===== config.mk =====
export PLATFORM = sky130hd
export DESIGN_NAME = adis_regs
export DESIGN_NICKNAME = d
export VERILOG_FILES = /design/src/verilog/adis_pkg.sv /design/src/verilog/adis_cfg_if.sv /design/src/verilog/adis_pin_ctl.sv /design/src/verilog/adis_regs.sv
export SDC_FILE = /design/constraint.sdc
export NUM_CORES = 1
export LEC_CHECK = 0
export ABC_CLOCK_PERIOD_IN_PS = 3770
export BUFFER_PORTS_ARGS = -buffer_cell sky130_fd_sc_hd__buf_2
export CORE_ASPECT_RATIO = 0.75
export CORE_UTILIZATION = 55
export DETAILED_ROUTE_END_ITERATION = 7
export PLACE_DENSITY = 0.82
export SKIP_LAST_GASP = 1
export SYNTH_ARGS = -nofsm -noshare
export SYNTH_HDL_FRONTEND = slang
export SYNTH_SLANG_ARGS = --single-unit

===== constraint.sdc =====
create_clock -name clk_i -period 3.77 [get_ports clk_i]
set_input_delay 0.1885 -clock clk_i [delete_from_list [all_inputs] [get_ports clk_i]]
set_output_delay 0.1885 -clock clk_i [all_outputs]
set_load 0.02 [all_outputs]

===== src/verilog/adis_pkg.sv =====
package adis_pkg;

	// ------------------------------------------------------------
	// Bus geometry and register offsets.
	// ------------------------------------------------------------
	localparam int ADR_W = 8;
	localparam int DATA_W = 32;
	localparam int SEL_W = 4;
	localparam int PINS = 16;
	localparam int MUX_SEL_W = 4;
	localparam logic [ADR_W-1:0] OFS_CHS = 8'h00;
	localparam logic [ADR_W-1:0] OFS_CHS_CLR = 8'h04;
	localparam logic [ADR_W-1:0] OFS_CHS_SET = 8'h08;
	localparam logic [ADR_W-1:0] OFS_CHS_INV = 8'h0c;
	localparam logic [ADR_W-1:0] OFS_PIN_KIND_BIT = 8'h10;
	localparam logic [ADR_W-1:0] OFS_PIN_KIND_BIT_CLR = 8'h14;
	localparam logic [ADR_W-1:0] OFS_PIN_KIND_BIT_SET = 8'h18;
	localparam logic [SEL_W-1:0] SEL_ALL = 4'hf;

	// ------------------------------------------------------------
	// Field layout and reset values.
	// ------------------------------------------------------------
	localparam logic [DATA_W-1:0] CHS_MASK = 32'h8f8f_0000;
	localparam logic [DATA_W-1:0] PIN_KIND_BIT_MASK = 32'h0000_ffff;
	localparam logic [DATA_W-1:0] CHS_RESET = 32'h0000_0000;
	localparam logic [PINS-1:0] PIN_KIND_BIT_RESET = 16'h0000;
	localparam logic [PINS-1:0] PORT_READ_RESET = 16'hffff;
	localparam logic [DATA_W-1:0] ZERO_WORD = 32'h0000_0000;
	localparam int CHS_SA_LSB = 16;
	localparam int CHS_NA_BIT = 23;
	localparam int CHS_SB_LSB = 24;
	localparam int CHS_NB_BIT = 31;
	localparam int NEG_PIN = 1;

	typedef enum logic [1:0] {
		ADIS_OP_WRITE,
		ADIS_OP_CLR,
		ADIS_OP_SET,
		ADIS_OP_INV
	} adis_op_t;

	typedef struct packed {
		logic ack;
		logic [DATA_W-1:0] rdata;
		logic [DATA_W-1:0] chs;
		logic [PINS-1:0] pin_kind_bit;
	} adis_regs_state_t;

endpackage : adis_pkg


===== src/verilog/adis_cfg_if.sv =====
`timescale 1ns/1ps
interface adis_cfg_if;
	import adis_pkg::*;

	logic [PINS-1:0] pin_kind;
	logic [MUX_SEL_W-1:0] first_pos;
	logic first_neg;
	logic [MUX_SEL_W-1:0] second_pos;
	logic second_neg;

	modport regs
	(
		output pin_kind,
		output first_pos,
		output first_neg,
		output second_pos,
		output second_neg
	);

	modport pins
	(
		input pin_kind,
		input first_pos,
		input first_neg,
		input second_pos,
		input second_neg
	);

endinterface : adis_cfg_if


===== src/verilog/adis_pin_ctl.sv =====
`timescale 1ns/1ps
module adis_pin_ctl
(
	input wire logic clk_i,
	input wire logic rst_i,
	adis_cfg_if.pins cfg,
	input wire logic [adis_pkg::PINS-1:0] pin_level_i,
	output logic [adis_pkg::PINS-1:0] pin_digital_o,
	output logic [adis_pkg::PINS-1:0] port_read_o,
	output logic [adis_pkg::MUX_SEL_W-1:0] first_mux_positive_select_o,
	output logic first_mux_negative_select_o,
	output logic first_mux_ground_o,
	output logic [adis_pkg::MUX_SEL_W-1:0] second_mux_positive_select_o,
	output logic second_mux_negative_select_o,
	output logic second_mux_ground_o
);
	import adis_pkg::*;

	typedef struct packed {
		logic [PINS-1:0] sync1;
		logic [PINS-1:0] sync2;
		logic [PINS-1:0] digital;
		logic [PINS-1:0] port_rd;
		logic [MUX_SEL_W-1:0] a_pos;
		logic a_neg;
		logic a_gnd;
		logic [MUX_SEL_W-1:0] b_pos;
		logic b_neg;
		logic b_gnd;
	} adis_pin_state_t;

	adis_pin_state_t q;
	adis_pin_state_t next_q;

	// ------------------------------------------------------------
	// Pin mode, port read and multiplexer steering.
	// ------------------------------------------------------------
	always_comb
	begin
		next_q = q;
		next_q.sync1 = pin_level_i;
		next_q.sync2 = q.sync1;
		next_q.digital = cfg.pin_kind;
		// Analog pins read as one; digital pins show the synced level.
		next_q.port_rd = q.sync2 | ~cfg.pin_kind;
		next_q.a_pos = cfg.first_pos;
		next_q.a_neg = cfg.first_neg;
		next_q.b_pos = cfg.second_pos;
		next_q.b_neg = cfg.second_neg;
		// A digital pin feeds ground into the converter input.
		next_q.a_gnd = cfg.pin_kind[cfg.first_pos];
		next_q.b_gnd = cfg.pin_kind[cfg.second_pos];
	end

	always_ff @(posedge clk_i)
	begin
		if (rst_i)
		begin
			q <= '0;
			q.port_rd <= PORT_READ_RESET;
		end
		else
		begin
			q <= next_q;
		end
	end

	assign pin_digital_o = q.digital;
	assign port_read_o = q.port_rd;
	assign first_mux_positive_select_o = q.a_pos;
	assign first_mux_negative_select_o = q.a_neg;
	assign first_mux_ground_o = q.a_gnd;
	assign second_mux_positive_select_o = q.b_pos;
	assign second_mux_negative_select_o = q.b_neg;
	assign second_mux_ground_o = q.b_gnd;

	// ------------------------------------------------------------
	// Checks.
	// ------------------------------------------------------------
	a_digital_follows: assert property
		(@(posedge clk_i) disable iff (rst_i)
		!$rose(rst_i) |=> pin_digital_o == $past(cfg.pin_kind))
		else $error("pin mode does not follow configuration");
	a_analog_reads_one: assert property
		(@(posedge clk_i) disable iff (rst_i)
		##1 ((~$past(cfg.pin_kind)) & ~port_read_o) == PIN_KIND_BIT_RESET)
		else $error("analog pin read is not one");
	a_port_read_sync: assert property
		(@(posedge clk_i) disable iff (rst_i)
		##3 ($past(cfg.pin_kind) & (port_read_o ^ $past(pin_level_i, 3)))
		== PIN_KIND_BIT_RESET)
		else $error("digital port read does not show the pin level");
	a_mux_ground: assert property
		(@(posedge clk_i) disable iff (rst_i)
		##1 first_mux_ground_o ==
		$past(cfg.pin_kind[cfg.first_pos]))
		else $error("first mux ground flag wrong");

endmodule : adis_pin_ctl


===== src/verilog/adis_regs.sv =====
`timescale 1ns/1ps
// Function
// - Clear alias clears selection bits written one.
// - Set alias sets selection bits written one.
// - Invert alias toggles selection bits written one.
// - Zero bits in alias writes change nothing.
// - Aliases never touch unimplemented bits.
// - Alias reads return zero.
// - Sixteen pin kind bits, reset to zero.
// - One: digital pin, port read, mux grounded.
// - Zero: analog pin, port read gives one.
// - Upper pin kind bits reserved, write zero.
// - Pin kind clear alias clears ones.
// - Pin kind set alias sets ones.
module adis_regs
(
	input wire logic clk_i,
	input wire logic rst_i,
	input wire logic wb_cyc_i,
	input wire logic wb_stb_i,
	input wire logic wb_we_i,
	input wire logic [adis_pkg::ADR_W-1:0] wb_adr_i,
	input wire logic [adis_pkg::SEL_W-1:0] wb_sel_i,
	input wire logic [adis_pkg::DATA_W-1:0] wb_dat_i,
	output logic [adis_pkg::DATA_W-1:0] wb_dat_o,
	output logic wb_ack_o,
	input wire logic [adis_pkg::PINS-1:0] pin_level_i,
	output logic [adis_pkg::PINS-1:0] pin_digital_o,
	output logic [adis_pkg::PINS-1:0] port_read_o,
	output logic [adis_pkg::MUX_SEL_W-1:0] first_mux_positive_select_o,
	output logic first_mux_negative_select_o,
	output logic first_mux_ground_o,
	output logic [adis_pkg::MUX_SEL_W-1:0] second_mux_positive_select_o,
	output logic second_mux_negative_select_o,
	output logic second_mux_ground_o
);
	import adis_pkg::*;

	adis_regs_state_t q;
	adis_regs_state_t next_q;
	logic req;
	logic [DATA_W-1:0] byte_mask;
	logic [DATA_W-1:0] pin_kind_bit_word;

	adis_cfg_if cfg ();

	// ------------------------------------------------------------
	// Decode helpers.
	// ------------------------------------------------------------
	function automatic logic [DATA_W-1:0] expand_sel
	(
		input logic [SEL_W-1:0] sel
	);
		return {{8{sel[3]}}, {8{sel[2]}}, {8{sel[1]}}, {8{sel[0]}}};
	endfunction : expand_sel

	function automatic logic is_chs
	(
		input logic [ADR_W-1:0] adr
	);
		return adr == OFS_CHS || adr == OFS_CHS_CLR ||
			adr == OFS_CHS_SET || adr == OFS_CHS_INV;
	endfunction : is_chs

	function automatic logic is_pin_kind_bit
	(
		input logic [ADR_W-1:0] adr
	);
		return adr == OFS_PIN_KIND_BIT || adr == OFS_PIN_KIND_BIT_CLR ||
			adr == OFS_PIN_KIND_BIT_SET;
	endfunction : is_pin_kind_bit

	function automatic logic is_alias
	(
		input logic [ADR_W-1:0] adr
	);
		return adr == OFS_CHS_CLR || adr == OFS_CHS_SET ||
			adr == OFS_CHS_INV || adr == OFS_PIN_KIND_BIT_CLR ||
			adr == OFS_PIN_KIND_BIT_SET;
	endfunction : is_alias

	function automatic adis_op_t decode_op
	(
		input logic [ADR_W-1:0] adr
	);
		adis_op_t op;
		op = ADIS_OP_WRITE;
		if (adr == OFS_CHS_CLR || adr == OFS_PIN_KIND_BIT_CLR)
		begin
			op = ADIS_OP_CLR;
		end
		else if (adr == OFS_CHS_SET || adr == OFS_PIN_KIND_BIT_SET)
		begin
			op = ADIS_OP_SET;
		end
		else if (adr == OFS_CHS_INV)
		begin
			op = ADIS_OP_INV;
		end
		return op;
	endfunction : decode_op

	// Applies a plain write or an atomic alias to one register image.
	function automatic logic [DATA_W-1:0] apply_op
	(
		input logic [DATA_W-1:0] cur,
		input logic [DATA_W-1:0] dat,
		input logic [DATA_W-1:0] bm,
		input adis_op_t op,
		input logic [DATA_W-1:0] mask
	);
		logic [DATA_W-1:0] hit;
		logic [DATA_W-1:0] res;
		hit = dat & bm;
		res = cur;
		unique case (op)
			ADIS_OP_WRITE: res = (cur & ~bm) | hit;
			ADIS_OP_CLR: res = cur & ~hit;
			ADIS_OP_SET: res = cur | hit;
			ADIS_OP_INV: res = cur ^ hit;
		endcase
		return res & mask;
	endfunction : apply_op

	// Alias and unmapped reads answer with zero.
	function automatic logic [DATA_W-1:0] read_word
	(
		input logic [ADR_W-1:0] adr,
		input logic [DATA_W-1:0] chs,
		input logic [PINS-1:0] pin_kind_bit
	);
		logic [DATA_W-1:0] r;
		r = ZERO_WORD;
		if (adr == OFS_CHS)
		begin
			r = chs;
		end
		else if (adr == OFS_PIN_KIND_BIT)
		begin
			r = {{(DATA_W-PINS){1'b0}}, pin_kind_bit};
		end
		return r;
	endfunction : read_word

	// ------------------------------------------------------------
	// Wishbone slave and register file.
	// ------------------------------------------------------------
	assign req = wb_cyc_i & wb_stb_i;
	assign byte_mask = expand_sel(wb_sel_i);

	always_comb
	begin
		next_q = q;
		next_q.ack = 1'b0;
		pin_kind_bit_word = apply_op({{(DATA_W-PINS){1'b0}}, q.pin_kind_bit}, wb_dat_i,
			byte_mask, decode_op(wb_adr_i), PIN_KIND_BIT_MASK);
		// Every request, mapped or not, is answered one cycle later.
		if (req && !q.ack)
		begin
			next_q.ack = 1'b1;
			next_q.rdata = read_word(wb_adr_i, q.chs, q.pin_kind_bit);
			if (wb_we_i && is_chs(wb_adr_i))
			begin
				next_q.chs = apply_op(q.chs, wb_dat_i, byte_mask,
					decode_op(wb_adr_i), CHS_MASK);
			end
			if (wb_we_i && is_pin_kind_bit(wb_adr_i))
			begin
				next_q.pin_kind_bit = pin_kind_bit_word[PINS-1:0];
			end
		end
	end

	always_ff @(posedge clk_i)
	begin
		if (rst_i)
		begin
			q.ack <= 1'b0;
			q.rdata <= ZERO_WORD;
			q.chs <= CHS_RESET;
			q.pin_kind_bit <= PIN_KIND_BIT_RESET;
		end
		else
		begin
			q <= next_q;
		end
	end

	assign wb_ack_o = q.ack;
	assign wb_dat_o = q.rdata;

	// ------------------------------------------------------------
	// Configuration towards the pins and multiplexers.
	// ------------------------------------------------------------
	assign cfg.pin_kind = q.pin_kind_bit;
	assign cfg.first_pos = q.chs[CHS_SA_LSB +: MUX_SEL_W];
	assign cfg.first_neg = q.chs[CHS_NA_BIT];
	assign cfg.second_pos = q.chs[CHS_SB_LSB +: MUX_SEL_W];
	assign cfg.second_neg = q.chs[CHS_NB_BIT];

	adis_pin_ctl u_pin_ctl
	(
		.clk_i(clk_i),
		.rst_i(rst_i),
		.cfg(cfg.pins),
		.pin_level_i(pin_level_i),
		.pin_digital_o(pin_digital_o),
		.port_read_o(port_read_o),
		.first_mux_positive_select_o(first_mux_positive_select_o),
		.first_mux_negative_select_o(first_mux_negative_select_o),
		.first_mux_ground_o(first_mux_ground_o),
		.second_mux_positive_select_o(second_mux_positive_select_o),
		.second_mux_negative_select_o(second_mux_negative_select_o),
		.second_mux_ground_o(second_mux_ground_o)
	);

	// ------------------------------------------------------------
	// Checks.
	// ------------------------------------------------------------
	a_ack_answer: assert property (@(posedge clk_i) disable iff (rst_i)
		(req && !q.ack) |=> wb_ack_o)
		else $error("request not answered in one cycle");

	a_ack_single: assert property (@(posedge clk_i) disable iff (rst_i)
		wb_ack_o |=> !wb_ack_o)
		else $error("ack held longer than one cycle");

	a_chs_clear: assert property
		(@(posedge clk_i) disable iff (rst_i)
		(req && !q.ack && wb_we_i && wb_adr_i == OFS_CHS_CLR &&
		wb_sel_i == SEL_ALL) |=>
		(q.chs & $past(wb_dat_i)) == ZERO_WORD)
		else $error("clear alias left a bit set");

	a_chs_set: assert property
		(@(posedge clk_i) disable iff (rst_i)
		(req && !q.ack && wb_we_i && wb_adr_i == OFS_CHS_SET &&
		wb_sel_i == SEL_ALL) |=>
		(q.chs & $past(wb_dat_i) & CHS_MASK) ==
		($past(wb_dat_i) & CHS_MASK))
		else $error("set alias left a bit clear");

	a_chs_invert: assert property
		(@(posedge clk_i) disable iff (rst_i)
		(req && !q.ack && wb_we_i && wb_adr_i == OFS_CHS_INV &&
		wb_sel_i == SEL_ALL) |=>
		(q.chs ^ $past(q.chs)) == ($past(wb_dat_i) & CHS_MASK))
		else $error("invert alias toggled the wrong bits");

	a_alias_zero_keep: assert property
		(@(posedge clk_i) disable iff (rst_i)
		(req && !q.ack && wb_we_i && is_alias(wb_adr_i)) |=>
		((q.chs ^ $past(q.chs)) & ~$past(wb_dat_i)) == ZERO_WORD &&
		((q.pin_kind_bit ^ $past(q.pin_kind_bit)) & ~$past(wb_dat_i[PINS-1:0]))
		== PIN_KIND_BIT_RESET)
		else $error("alias changed a bit written zero");

	a_unimpl_zero: assert property
		(@(posedge clk_i) disable iff (rst_i)
		(q.chs & ~CHS_MASK) == ZERO_WORD)
		else $error("unimplemented selection bit became set");

	a_alias_read: assert property
		(@(posedge clk_i) disable iff (rst_i)
		(req && !q.ack && !wb_we_i && is_alias(wb_adr_i)) |=>
		wb_ack_o && wb_dat_o == ZERO_WORD)
		else $error("alias read returned data");

	a_pin_kind_bit_reset: assert property
		(@(posedge clk_i) disable iff (rst_i)
		$fell(rst_i) |-> q.pin_kind_bit == PIN_KIND_BIT_RESET && !wb_ack_o)
		else $error("pin kind not zero after reset");

	a_pin_kind_bit_read: assert property
		(@(posedge clk_i) disable iff (rst_i)
		(req && !q.ack && !wb_we_i && wb_adr_i == OFS_PIN_KIND_BIT) |=>
		wb_dat_o == {16'h0000, $past(q.pin_kind_bit)})
		else $error("pin kind read back wrong");

	a_pin_kind_bit_clear: assert property
		(@(posedge clk_i) disable iff (rst_i)
		(req && !q.ack && wb_we_i && wb_adr_i == OFS_PIN_KIND_BIT_CLR &&
		wb_sel_i == SEL_ALL) |=>
		(q.pin_kind_bit & $past(wb_dat_i[PINS-1:0])) == PIN_KIND_BIT_RESET)
		else $error("pin kind clear alias failed");

	a_pin_kind_bit_set: assert property
		(@(posedge clk_i) disable iff (rst_i)
		(req && !q.ack && wb_we_i && wb_adr_i == OFS_PIN_KIND_BIT_SET &&
		wb_sel_i == SEL_ALL) |=>
		(q.pin_kind_bit | ~$past(wb_dat_i[PINS-1:0])) == PORT_READ_RESET)
		else $error("pin kind set alias failed");

	a_idle_stable: assert property (@(posedge clk_i) disable iff (rst_i)
		!req |=> $stable(q.chs) && $stable(q.pin_kind_bit))
		else $error("register changed without a request");

	a_mux_fields: assert property
		(@(posedge clk_i) disable iff (rst_i)
		##2 first_mux_positive_select_o ==
		$past(q.chs[CHS_SA_LSB +: MUX_SEL_W]) &&
		second_mux_negative_select_o == $past(q.chs[CHS_NB_BIT]))
		else $error("mux select outputs do not follow the register");

endmodule : adis_regs


# [Word-level counts from Yosys, hierarchy flattened]
# Cells that the tools add are included.
[classes] reduce_logical=16 mux=16 order_cmp=2 eq_ne=12 n_bitwise=16
[op_table] op="$pmux 32 s4" count=1
[op_table] op="$and 32x32->32" count=3
[op_table] op="$mux 81" count=1
[op_table] op="$mux 32" count=2
[op_table] op="$not 32->32" count=2
[op_table] op="$or 32x32->32" count=2
[op_table] op="$pmux 16 s4" count=1
[op_table] op="$or 16x16->16" count=3
[op_table] op="$and 16x16->16" count=2
[op_table] op="$mux 16" count=2
[op_table] op="$xor 32x32->32" count=1
[op_table] op="$eq 8x5->1 const B" count=3
[op_table] op="$eq 8x4->1 const B" count=2
[op_table] op="$not 16->16" count=1
[op_table] op="$xor 16x16->16" count=1
[op_table] op="$lt 4x5->1 const B" count=2
[op_table] op="$mux 2" count=5
[op_table] op="$bmux 1 s4" count=2
[op_table] op="$eq 2x2->1 const B" count=4
[op_table] op="$eq 8x3->1 const B" count=1
[op_table] op="$logic_not 8->1" count=1
[op_table] op="$logic_or 1x1->1" count=7
[op_table] op="$eq 2x1->1 const B" count=2
[op_table] op="$logic_not 2->1" count=2
[op_table] op="5 further kinds" count=9
[word_totals] register_bits=135 word_cells=76 inputBits=65 out_inout_bits=77

# [Longest topological paths before layout]
[depth] depth_word=11 depth_mapped=7 depth_no_buf=6

# [Modules after synthesis]
# A second synthesis with hierarchy kept.
[hier_totals] hier_cells=561 hier_area_um2=5566.6
[modules_own_cells] module="adis_regs" cells_per_inst=335 area_per_inst_um2=2966.6 instances=1
[modules_own_cells] module="adis_pin_ctl" cells_per_inst=226 area_per_inst_um2=2600.0 instances=1

# [Worst setup path before layout]
# Ideal clock, no wire load.
[synth_timing] kind="register to register" start="register (tool-made name)" end="register u_pin_ctl.q (netlist bit u_pin_ctl.first_mux_ground_o)" synth_period_minus_slack_ns=1.854 arrival_time_ns=1.726 slack_ns=1.916 path_stages_with_launch=5 path_buffers=1 path_cell_list="dfxtp_1 > clkbuf_1 > mux4_2 > mux4_2 > nor2b_1"
[synth_rtl] element="to (signal assigned)" line_no="adis_pin_ctl.sv:64" text="q <= next_q;"
[synth_rtl] element="to (decl)" line_no="adis_pin_ctl.sv:32" text="adis_pin_state_t q;"

# [Final worst setup path]
[layout_timing] start="register q (netlist bit wb_ack_o)" end="register q (netlist bit wb_dat_o[6])"
[layout_between] elab_chain_len=2
[layout_rtl] element="from (decl)" line_no="adis_regs.sv:39" text="adis_regs_state_t q;"
[layout_rtl] element="from (signal assigned)" line_no="adis_regs.sv:185" text="q <= next_q;"
[layout_rtl] element="$logic_not 1->1" line_no="adis_regs.sv:158" text="if (req && !q.ack)"
[layout_rtl] element="$logic_and 1x1->1" line_no="adis_regs.sv:158"
# Every way passes these cells.
# A chain may end at the register's enable or synchronous reset.

==> impl_metrics.tcl <==
set metrics [dict create \
    die_x_um 121 \
    core_um2 10300 \
    synth_top_area_cell "dfxtp_1" \
    path_max_fanout 18 \
    dp_cells 765 \
    clock.fmax_mhz 362 \
    total_power_w 0.00333 \
    io_pins 142 \
    initial_utilization 0.565 \
    crit_slowest_cell "nor3_4" \
    num_antenna_cells 0 \
    routedWlPerCell_um 18.4 \
    h-tree-depth 4 \
    clock_latency_ns 0.42 \
    hp-class "primary input to register" \
    clock_sinks 129 \
    endpoint_kind "register" \
    grt_max_degree 49 \
    synth.top_cell.area_share 0.444 \
    rsz0062_at_grt "no" \
    die-area_um2 11000 \
    max_stage_delay_ns 0.80 \
    drt_iter0_drc 421 \
    drive_gt1_frac 0.274 \
    drtAntennaViolNets 0 \
    synth-simple-area-share 0.202 \
    fp.dieH_um 91.1 \
    cts_tree "yes" \
    via_per_inst 5.76 \
    drv_slew 0 \
    ys_seq_elements 129 \
    grt_pass1_wl_mm 24.0 \
    synth_fa_ha_area_frac 0.0774 \
    cp-startpoint "wb_ack_o" \
    r2r-start "wb_ack_o" \
    async_flop_share 0 \
    grt_pass1_vias 4635 \
    skew_ns 0.00818 \
    grt_usage 0.286 \
    stdcell_count 810 \
    portBuffers 129 \
    synth_edf_count 0 \
    drt-pass1-iter-count 5 \
    rows 32 \
    fin_crit_ns 2.76 \
    ir_worst_vdd_uv 369 \
    synth_top_family_by_area "simple AND/OR/NAND/NOR gates" \
    synth_xor_area_frac 0 \
    layout.nets 762 \
    netlist_instances 576 \
    drcViolationCount 0 \
    synthTopCellsByCount "dfxtp_1, nand2_1, nor2b_1" \
    ctsRootBufferMaster "clkbuf_16" \
    synth_flop_cell "dfxtp_1" \
    synth_most_common_cell "dfxtp_1" \
    hpwl_mm 9.41 \
    synth_mux_area_frac 0.0422 \
    path_class "register to register" \
    finalCritPeriodShare 0.733 \
    hp-start "pin_level_i[0]" \
    avgSynthCellArea_um2 10.1 \
    clockBufferDepth 2 \
    relSlewSlack 0.345 \
    area_growth_pct 18.9 \
    place_congestion 0.866 \
    setup_tns_ns 0 \
    numCtsBuffers 17 \
    status "complete, no violations" \
    ctsResizeCount 0 \
    maxCapViolCount 0 \
    synth-seq-area-share 0.444 \
    antenna_found_initial 0 \
    synth_warnings 0 \
    hold_viol 0 \
    synth_compound_area_frac 0.140 \
    clk_pin_slew_ns 0.06 \
    leakagePower_nw 2.93 \
    worstMarginPinSlew_ns 0.982 \
    netlist_area_um2 5820 \
    yosysUniqueCellTypes 45 \
    routed_wirelength_mm 14.9 \
    crit_chain "nand3b_1 -> nor3_4 -> and4b_1 -> a22o_1" \
    cp-start-kind "register" \
    overflow 0 \
    power.density_nw_per_um2 482 \
    setup_viol 0 \
    num_vias 4668 \
    crit_required_ns 4.13 \
    critical_path_arrival_ns 3.12 \
    yosys-top-cells-area "dfxtp_1, ha_1, buf_4, nor2b_1, mux4_2" \
]
[per-stage QoR]
| stage | area [um2] | util | worst slack, ns | hold slack, ns |
|---|---|---|---|---|
| after detailed placement | 6150 | 0.598 | 1.08 | 0.392 |
| after floorplan | 5840 | - | 1.92 | 0.317 |
| final | 6920 | 0.672 | 1.01 | 0.00694 |
| after CTS | 6900 | 0.671 | 1.02 | 0.00132 |
| after global placement | 6150 | 0.598 | 1.18 | 0.391 |
| after global routing | 6920 | 0.672 | 0.805 | 0.00474 |
[routing by layer]
metal | global-route usage | wire length, um | up-vias | part of all wire
met3 | 0.0930 | 1460 | 40 | 0.098
met5 | 0 | 0 | - | 0
met1 | 0.346 | 5900 | 2228 | 0.40
met2 | 0.473 | 7190 | 275 | 0.48
met4 | 0.104 | 319 | 0 | 0.021
li1 | - | - | 2125 | -
[power breakdown]
part	total, W	internal, W	switching [W]
logic	0.000181	0.0000701	0.000111
registers	0.00138	0.00138	0.00000443
clock network	0.00177	0.00112	0.000649
[layout by cell type, fill, tap and decap left out, types with 4 or more instances in the layout]
cell / count
dfxtp_1: 129
buf_2: 129
nand2_1: 56
nor2b_1: 51
nand2b_1: 36
ha_1: 36
nor2_1: 24
a21oi_1: 20
a22o_1: 18
clkbuf_16: 17
o211ai_1: 16
a311oi_1: 16
dlygate4sd3_1: 13
inv_1: 10
a22oi_1: 10
mux4_2: 10
a32o_1: 8
nand3_1: 7
nand4b_1: 6
conb_1: 6
clkinv_4: 5
a2bb2oi_1: 4
bufinv_16: 4
[area by class of cell]
type                       instances  area (um2)
clock buffer                      18         429
tap                              136         170
timing repair buffer             143         783
sequential                       129        2580
multi-input combinational        360        2710
clock inverter                    14         205
fill                             748        3370
inverter                          10        37.5
[what timing repair did]
action / CTS / global route
hold buffers: 12 / 1
hold endpoints to repair: 12 / 1
buffers inserted: 0 / 0
[worst paths after layout]
check	to	slack (ns)	cells after the start
setup reg to reg	wb_dat_o[6]	1.01	4
hold / removal	u_pin_ctl.next_q[44]	0.007	2
setup / recovery	wb_dat_o[6]	1.01	4
hold reg to reg	u_pin_ctl.port_read_o[5]	0.40	1
[critical path: cells and delay by family (launching register included)]
family          cells  cell delay, ns
flops               1            0.30
compound gates      1            0.24
simple gates        3            2.15
[logic make-up after synthesis]
group,after synthesis
simple gates,204
flops,129
compound gates,102
buf+inv,92
fa+ha+maj,36
mux,12
other cells,1
[registers in the layout, summed over array words and instances (netlist names), named ones only]
signal,count
wb_ack_o,1
u_pin_ctl.first_mux_negative_select_o,1
u_pin_ctl.first_mux_positive_select_o,4
u_pin_ctl.q,16
cfg.pin_kind,16
wb_dat_o,26
u_pin_ctl.port_read_o,16
u_pin_ctl.first_mux_ground_o,1
u_pin_ctl.second_mux_positive_select_o,4
u_pin_ctl.second_mux_ground_o,1
u_pin_ctl.next_q,16
u_pin_ctl.pin_digital_o,16
u_pin_ctl.second_mux_negative_select_o,1
Note: power is estimated with default switching activity, not from simulation.
